`config.mk`:
```
export PLATFORM = sky130hd
export DESIGN_NAME = cell_link_group_control
export DESIGN_NICKNAME = d
export VERILOG_FILES = /design/src/cell_link_group_pkg.sv /design/src/cell_link_group_control.sv
export SDC_FILE = /design/constraint.sdc
export NUM_CORES = 1
export LEC_CHECK = 0
export BUFFER_PORTS_ARGS = -buffer_cell sky130_fd_sc_hd__buf_4
export CAP_MARGIN = 20
export CORE_MARGIN = 3
export CORE_UTILIZATION = 63
export DETAILED_ROUTE_END_ITERATION = 12
export PLACE_DENSITY_LB_ADDON = 0.05
export SYNTH_ARGS = -nofsm -noshare
export SYNTH_HDL_FRONTEND = slang
export SYNTH_HIERARCHICAL = 1
export SYNTH_SLANG_ARGS = --single-unit
```
`constraint.sdc`:
```
create_clock -name clk -period 16.6 [get_ports clk]
set_clock_uncertainty 0.1 [all_clocks]
set_input_delay 1.66 -clock clk [delete_from_list [all_inputs] [get_ports clk]]
set_output_delay 1.66 -clock clk [all_outputs]
set_load 0.1 [all_outputs]
```
`src/cell_link_group_pkg.sv`:
```
// Package for the link group control block: register map, field positions,
// reset values, counts and the structs carried on the block's ports.
// Assumes a single 20 MHz core clock shared with the fabric and link logic.
package cell_link_group_pkg;

    // Register bus geometry
    localparam int ADDR_W = 24;
    localparam int DATA_W = 32;
    localparam int STRB_W = 4;

    // Printed offsets are register indices; byte address is four times each
    localparam logic [ADDR_W-1:0] POLICY_INDEX = 24'h030A03;
    localparam logic [ADDR_W-1:0] TRIGGER_INDEX = 24'h030A04;
    localparam logic [ADDR_W-1:0] POLICY_ADDR = {POLICY_INDEX[ADDR_W-3:0], 2'h0};
    localparam logic [ADDR_W-1:0] TRIGGER_ADDR = {TRIGGER_INDEX[ADDR_W-3:0], 2'h0};

    // Error policy register fields
    localparam int HOLD_BIT = 0;
    localparam int PARTIAL_BIT = 1;
    localparam int REJOIN_A_BIT = 3;
    localparam int REMOVE_A_BIT = 4;
    localparam int REJOIN_B_BIT = 6;
    localparam int REMOVE_B_BIT = 7;
    localparam logic [7:0] POLICY_MASK = 8'hDB;
    localparam logic [7:0] POLICY_RESET = 8'h00;

    // Realign trigger register fields
    localparam int PAIR_B_BIT = 2;
    localparam int PAIR_A_BIT = 5;
    localparam int QUAD_BIT = 7;
    localparam logic [7:0] TRIGGER_MASK = 8'hA4;
    localparam logic [7:0] TRIGGER_RESET = 8'h00;

    // Links: 0 = AC, 1 = AD (block A), 2 = BC, 3 = BD (block B)
    localparam int NUM_LINKS = 4;
    localparam int LINK_W = 2;

    // Counter value reached just before the third event in a run
    localparam logic [1:0] SEQ_LAST = 2'h2;

    // Default buffer depth in cell words
    localparam int FIFO_DEPTH = 8;

    // Per-link indications from the receive framers
    typedef struct packed {
        logic frame_locked;
        logic frame_boundary;
        logic seq_ok;
        logic seq_err;
    } link_status_type;

    // One word of cell data tagged with its source link
    typedef struct packed {
        logic [LINK_W-1:0] link;
        logic [DATA_W-1:0] data;
    } cell_word_type;

endpackage

```
`src/cell_link_group_control.sv`:
```
// Link group control: two policy/trigger registers on APB, per-link good
// tracking, transmit hold, group gating of cell data into a buffer, and
// realign pulses. Assumes link indications and cell data arrive on clk.
//
// Local design decision: the APB slave port.
`timescale 1ns/100ps

module cell_fifo #(
    parameter int WIDTH = 34,
    parameter int DEPTH = 8
) (
    // Clock and reset
    input wire logic clk,
    input wire logic reset,
    // Fill side
    input wire logic in_valid,
    output logic in_ready,
    input wire logic [WIDTH-1:0] in_data,
    // Drain side
    output logic out_valid,
    input wire logic out_ready,
    output logic [WIDTH-1:0] out_data,
    // Fill level
    output logic [$clog2(DEPTH+1)-1:0] count
);
    localparam int PTR_W = $clog2(DEPTH);
    localparam int CNT_W = $clog2(DEPTH+1);

    if (DEPTH < 4 || (DEPTH & (DEPTH - 1)) != 0) begin : g_depth_check
        $error("cell_fifo depth must be a power of two, at least 4");
    end

    typedef struct packed {
        logic [DEPTH-1:0][WIDTH-1:0] mem;
        logic [PTR_W-1:0] wr;
        logic [PTR_W-1:0] rd;
        logic [CNT_W-1:0] cnt;
    } fifo_state_type;

    fifo_state_type s_q;
    fifo_state_type s_d;
    logic push;
    logic pop;

    assign in_ready = (s_q.cnt != CNT_W'(DEPTH));
    assign out_valid = (s_q.cnt != '0);
    assign out_data = s_q.mem[s_q.rd];
    assign count = s_q.cnt;
    assign push = in_valid & in_ready;
    assign pop = out_valid & out_ready;

    always_comb begin
        s_d = s_q;
        if (push) begin
            s_d.mem[s_q.wr] = in_data;
            s_d.wr = s_q.wr + PTR_W'(1);
        end
        if (pop) begin
            s_d.rd = s_q.rd + PTR_W'(1);
        end
        if (push && !pop) begin
            s_d.cnt = s_q.cnt + CNT_W'(1);
        end else if (pop && !push) begin
            s_d.cnt = s_q.cnt - CNT_W'(1);
        end
    end

    always_ff @(posedge clk or posedge reset) begin
        if (reset) begin
            s_q <= '0;
        end else begin
            s_q <= s_d;
        end
    end
endmodule

module cell_link_group_control #(
    parameter int DEPTH = cell_link_group_pkg::FIFO_DEPTH
) (
    // Clock and reset
    input wire logic clk,
    input wire logic reset,
    // APB slave
    input wire logic psel,
    input wire logic penable,
    input wire logic pwrite,
    input wire logic [cell_link_group_pkg::ADDR_W-1:0] paddr,
    input wire logic [cell_link_group_pkg::DATA_W-1:0] pwdata,
    input wire logic [cell_link_group_pkg::STRB_W-1:0] pstrb,
    output logic pready,
    output logic [cell_link_group_pkg::DATA_W-1:0] prdata,
    output logic pslverr,
    // Receive link indications and alignment configuration
    input wire cell_link_group_pkg::link_status_type [cell_link_group_pkg::NUM_LINKS-1:0] link_status,
    input wire logic [cell_link_group_pkg::NUM_LINKS-1:0] align_en,
    // Link control outputs
    output logic [cell_link_group_pkg::NUM_LINKS-1:0] rx_link_good,
    output logic [cell_link_group_pkg::NUM_LINKS-1:0] tx_en,
    output logic [cell_link_group_pkg::NUM_LINKS-1:0] resync,
    // Cell data from links
    input wire logic in_valid,
    input wire cell_link_group_pkg::cell_word_type in_word,
    output logic in_ready,
    // Cell data to fabric
    output logic out_valid,
    output cell_link_group_pkg::cell_word_type out_word,
    input wire logic out_ready
);
    import cell_link_group_pkg::*;

    localparam int CNT_W = $clog2(DEPTH+1);
    localparam int WORD_W = $bits(cell_word_type);

    if (DEPTH < 4) begin : g_depth_check
        $error("buffer depth must be at least 4");
    end

    typedef struct packed {
        logic [7:0] policy;
        logic [7:0] trigger;
        logic pready;
        logic [DATA_W-1:0] prdata;
        logic pslverr;
        logic [NUM_LINKS-1:0] good;
        logic [NUM_LINKS-1:0] removed;
        logic [NUM_LINKS-1:0][1:0] err_cnt;
        logic [NUM_LINKS-1:0][1:0] ok_cnt;
        logic [NUM_LINKS-1:0] tx_en;
        logic [NUM_LINKS-1:0] resync;
        logic in_ready;
        logic out_valid;
        cell_word_type out_word;
    } state_type;

    state_type s_q;
    state_type s_d;

    logic hit_policy;
    logic hit_trigger;
    logic wr_take;
    logic [NUM_LINKS-1:0] rejoin_en;
    logic [NUM_LINKS-1:0] remove_en;
    logic [1:0] grp_good;
    logic forward;
    logic accept;
    logic fifo_in_valid;
    logic fifo_in_ready;
    logic fifo_out_valid;
    logic fifo_out_ready;
    logic [WORD_W-1:0] fifo_out_data;
    logic [CNT_W-1:0] fifo_count;
    logic [7:0] trig_rise;

    assign hit_policy = (paddr == POLICY_ADDR);
    assign hit_trigger = (paddr == TRIGGER_ADDR);
    assign wr_take = psel & penable & pwrite & s_q.pready & pstrb[0];
    assign rejoin_en = {{2{s_q.policy[REJOIN_B_BIT]}}, {2{s_q.policy[REJOIN_A_BIT]}}};
    assign remove_en = {{2{s_q.policy[REMOVE_B_BIT]}}, {2{s_q.policy[REMOVE_A_BIT]}}};
    assign grp_good = {&s_q.good[3:2], &s_q.good[1:0]};
    assign forward = s_q.good[in_word.link] & (s_q.policy[PARTIAL_BIT] | grp_good[in_word.link[1]]);
    assign accept = in_valid & s_q.in_ready;
    // In partial mode, words from a link that may not forward are consumed and dropped; in grouped mode
    // in_ready stays low for an incomplete group, so a dead link stalls the shared input port
    assign fifo_in_valid = accept & forward;
    assign fifo_out_ready = ~s_q.out_valid | out_ready;

    cell_fifo #(
        .WIDTH(WORD_W),
        .DEPTH(DEPTH)
    ) u_fifo (
        .clk(clk),
        .reset(reset),
        .in_valid(fifo_in_valid),
        .in_ready(fifo_in_ready),
        .in_data(in_word),
        .out_valid(fifo_out_valid),
        .out_ready(fifo_out_ready),
        .out_data(fifo_out_data),
        .count(fifo_count)
    );

    always_comb begin
        s_d = s_q;
        trig_rise = 8'h00;
        // Bus slave: one wait state, answer registered
        s_d.pready = psel & penable & ~s_q.pready;
        s_d.pslverr = 1'b0;
        s_d.prdata = '0;
        if (s_d.pready) begin
            s_d.pslverr = ~(hit_policy | hit_trigger);
            if (!pwrite && hit_policy) begin
                s_d.prdata = {24'h000000, s_q.policy};
            end else if (!pwrite && hit_trigger) begin
                s_d.prdata = {24'h000000, s_q.trigger};
            end
        end
        if (wr_take && hit_policy) begin
            s_d.policy = pwdata[7:0] & POLICY_MASK;
        end
        if (wr_take && hit_trigger) begin
            s_d.trigger = pwdata[7:0] & TRIGGER_MASK;
        end
        trig_rise = s_d.trigger & ~s_q.trigger;
        for (int i = 0; i < NUM_LINKS; i++) begin
            s_d.resync[i] = align_en[i] & (trig_rise[QUAD_BIT] | (i < 2 ? trig_rise[PAIR_A_BIT] : trig_rise[PAIR_B_BIT]));
            if (link_status[i].seq_err) begin
                s_d.ok_cnt[i] = 2'h0;
                if (s_q.err_cnt[i] != SEQ_LAST) begin
                    s_d.err_cnt[i] = s_q.err_cnt[i] + 2'h1;
                end
            end else if (link_status[i].seq_ok && s_q.ok_cnt[i] != SEQ_LAST) begin
                s_d.ok_cnt[i] = s_q.ok_cnt[i] + 2'h1;
            end
            if (remove_en[i] && !s_q.removed[i] && link_status[i].seq_err && s_q.err_cnt[i] == SEQ_LAST) begin
                s_d.removed[i] = 1'b1;
                s_d.err_cnt[i] = 2'h0;
            end else if (rejoin_en[i] && s_q.removed[i] && link_status[i].seq_ok && !link_status[i].seq_err
                         && s_q.ok_cnt[i] == SEQ_LAST) begin
                s_d.removed[i] = 1'b0;
                s_d.ok_cnt[i] = 2'h0;
                s_d.err_cnt[i] = 2'h0;
            end
            if (!link_status[i].frame_locked || s_d.removed[i]) begin
                s_d.good[i] = 1'b0;
            end else if (link_status[i].frame_boundary) begin
                s_d.good[i] = 1'b1;
            end
            s_d.tx_en[i] = ~(s_q.policy[HOLD_BIT] & s_d.removed[i]);
        end
        // Ready is registered, so leave room for the word that may land meanwhile
        s_d.in_ready = (fifo_count <= CNT_W'(DEPTH - 2)) & (s_q.policy[PARTIAL_BIT] | grp_good[in_word.link[1]]);
        if (fifo_out_valid && fifo_out_ready) begin
            s_d.out_valid = 1'b1;
            s_d.out_word = fifo_out_data;
        end else if (out_ready) begin
            s_d.out_valid = 1'b0;
        end
    end

    always_ff @(posedge clk or posedge reset) begin
        if (reset) begin
            s_q <= '0;
            s_q.policy <= POLICY_RESET;
            s_q.trigger <= TRIGGER_RESET;
            s_q.tx_en <= '1;
        end else begin
            s_q <= s_d;
        end
    end

    assign pready = s_q.pready;
    assign prdata = s_q.prdata;
    assign pslverr = s_q.pslverr;
    assign rx_link_good = s_q.good;
    assign tx_en = s_q.tx_en;
    assign resync = s_q.resync;
    assign in_ready = s_q.in_ready;
    assign out_valid = s_q.out_valid;
    assign out_word = s_q.out_word;
endmodule

```
==> run_results.csv <==
group,metric,value,unit
run_status,status,"completed",
floorplan,dieHeight,172,um
synth,synthDominantCellAreaShare,52.4,%
synth,synth-edff-count,0,
synth,ys_warn_count,6,
worst_setup_path,r2r-end,"u_fifo/s_q[143]",
worst_setup_path,cp_top_family,"simple AND/OR/NAND/NOR gates",
floorplan,row_count,60,
cells_and_area,area_growth,12.6,%
synth,synth.ff_latch_count,369,
route,viasPerCell,5.82,
placement,placed_area,18300,um2
worst_setup_path,rr_worst_depth,7,
route,finalWirelength,34400,um
sta,max_slew_margin,30.6,%
cells_and_area,instances_no_fill,1624,
cells_and_area,design_area,19600,um2
floorplan,die_w,172,um
cells_and_area,insertedDiodeCount,0,
sta,finalHoldViolCount,0,
clocking,hold_buffers,0,
worst_setup_path,critPathArrivalTime,4.77,ns
sta,max_freq,0.224,GHz
cells_and_area,final_common_cell,"dfrtp_1",
clocking,cts_buffers,39,
clocking,cts_tree,"yes",
clocking,htree_levels,2,
worst_setup_path,max_stage_delay,0.91,ns
worst_setup_path,reg2reg_slack,13.06,ns
synth,yosysTopAreaCell,"dfrtp_1",
floorplan,dieArea,29700,um2
route,num_vias,9445,
worst_setup_path,cp.required,16.90,ns
placement,numPortBuffers,151,
placement,place_congestion,0.744,
hold_path,min_to,"u_fifo/s_q[212]",
clocking,clkTransAtPathRegs,0.06,ns
sta,fin_crit,4.47,ns
route,wl_per_cell,21.2,um
synth,avgSynthCellArea,15.5,um2
global_route,grt_max_degree,120,
worst_setup_path,crit_chain,"buf_4 > mux4_2 > nand3_1 > nor2_1 > nand2_1 > nor4b_4 > buf_4 > mux2_2",
sta,setup_viol,0,
clocking,insertion_delay,0.52,ns
sta,period_share,26.9,%
placement,dp_hpwl,21100,um
run,max_cap_violations,0,
placement,dp.cells,1551,
worst_setup_path,r2r_start,"rx_link_good[1]",
global_route,grt_pass1_vias,9863,
worst_setup_path,end_kind,"flip-flop",
cells_and_area,final_cell_mix,"dfrtp_1 (362), mux2_2 (254), buf_4 (164)",
cells_and_area,final_net_count,1357,
synth,ys_types,53,
power,total_power,2.26,mW
clocking,cts_setup_buffers,0,
floorplan,ios,203,
synth,synthCells,1125,
route,ant_nets,0,
sta,tns,0,ns
hold_path,holdPathStages,1,
global_route,antenna_found_initial,0,
power,ir_worst_vdd,127,uV
global_route,grt_use_total,23.5,%
clocking,cts.sinks,369,
route,drtPass1Iterations,4,
floorplan,coreArea,27100,um2
worst_setup_path,critPathKind,"in2reg",
clocking,root_buffer,"clkbuf_16",
sta,slew_viol_final,0,
synth,synthFlopType,"dfrtp_1",
worst_setup_path,crit_slowest_cell,"nor4b_4",
power,p_per_area,115,nW/um2
worst_setup_path,critPathMostFrequentCell,"buf_4",
cells_and_area,drive_gt1_share,53.2,%
route,drc_errors,0,
worst_setup_path,crit_fanout,23,
hold_path,min_path_type,"reg2reg",
global_route,grt_util_met1,33.3,%
synth,synth.area.top_cells,"dfrtp_1 (52%), mux2_2 (16%), mux4_2 (8.9%)",
sta,rsz0062_at_grt,"false",
cells_and_area,fin_util,72.4,%
synth,async_reset_ff_share,100,%
synth,seq_area_frac_synth,53.0,%
floorplan,start_util,64.3,%
sta,worstMarginPinSlew,1.04,ns
global_route,grt_overflow,0,
global_route,grt.busiest_layer,"met2",
route,drt-initial-drc-count,543,
clocking,clk_path_buf_depth,3,
worst_setup_path,crit_buf_inv,2,
clocking,ctsResizeCount,0,
worst_setup_path,cp-start-kind,"input pin",
power,p_leak,9.95,nW
global_route,met3_usage,2.97,%
synth,syn_area,17400,um2
global_route,grt_pass1_wl,54400,um
global_route,grt.met2_usage,39.5,%
hold_path,hp-start,"u_fifo/s_q[212]",
==> metrics by stage <==
stage	hold slack (ns)	setup slack (ns)
floorplan	0.343	7.06
finish	0.383	12.13
CTS	0.383	12.11
global route	0.395	11.95
detailed placement	0.371	11.58
global placement	0.363	11.60
==> synthesized netlist by cell type, drive strengths merged (7+ instances only) <==
library cell  instances
a21oi                 9
and3                  7
buf                 122
clkbuf               11
dfrtp               365
ha                   13
inv                  18
mux2                352
mux4                 69
nand2                18
nand2b               11
nand3                11
nor2                 29
o21ai                11
xnor2                10
==> layout make-up <==
cell class                      instances  area [um2]
Clock buffer                           62        1170
Clock inverter                          9        95.1
Fill cell                            1773        7480
Inverter                               18        77.6
Multi-Input combinational cell        628        7280
Sequential cell                       369        9250
Tap cell                              372         465
Timing Repair Buffer                  166        1280
==> worst reg2reg max path: stages, from the launching register on <==
cell	delay, ns
dfrtp_1	0.44
mux4_2	0.32
nand3_1	0.08
nor2_1	0.32
nand2_1	0.27
nor4b_4	0.91
buf_4	0.55
mux2_2	0.41
==> logic make-up after synthesis <==
family | after synthesis | share of synthesized area [%]
compound gates | 35 | 1.28
xor+xnor | 10 | 0.502
fa+ha+maj | 14 | 1.05
buf+inv | 151 | 5.81
flops | 369 | 53.0
mux | 426 | 33.9
other cells | 1 | 0.0215
simple gates | 119 | 4.46
==> per-layer routing <==
metal	part of all wire (%)	routed length, um
met1	44	15100
met2	49	17000
met3	5.1	1770
met4	1.6	559
met5	0	0
==> report_power, final <==
part / internal, mW / switching (mW)
clock: 0.516 / 0.341
combinational: 0.169 / 0.227
sequential: 0.934 / 0.0691
total: 1.62 / 0.637
==> sequential cells by signal (all words and copies together), names as in the netlist, 2 cells and up <==
| register | count |
|---|---|
| u_fifo/count | 4 |
| s_q | 25 |
| rejoin_en | 2 |
| prdata | 8 |
| resync | 4 |
| out_word | 34 |
| rx_link_good | 4 |
| remove_en | 2 |
| u_fifo/s_q | 278 |
| tx_en | 4 |
==> how the worst max path moves through the flow <==
stage	to	startpoint	depth (start not counted)
2_1_floorplan	u_fifo/count[0]	reset	1
3_3_place_gp	u_fifo/s_q[114]	in_word[32]	8
3_5_place_dp	u_fifo/s_q[139]	in_word[32]	8
4_1_cts	u_fifo/s_q[142]	in_word[32]	8
5_1_grt	u_fifo/s_q[142]	in_word[32]	8
6_report	u_fifo/s_q[143]	in_word[32]	8
Power figures use the tool's default switching activity.
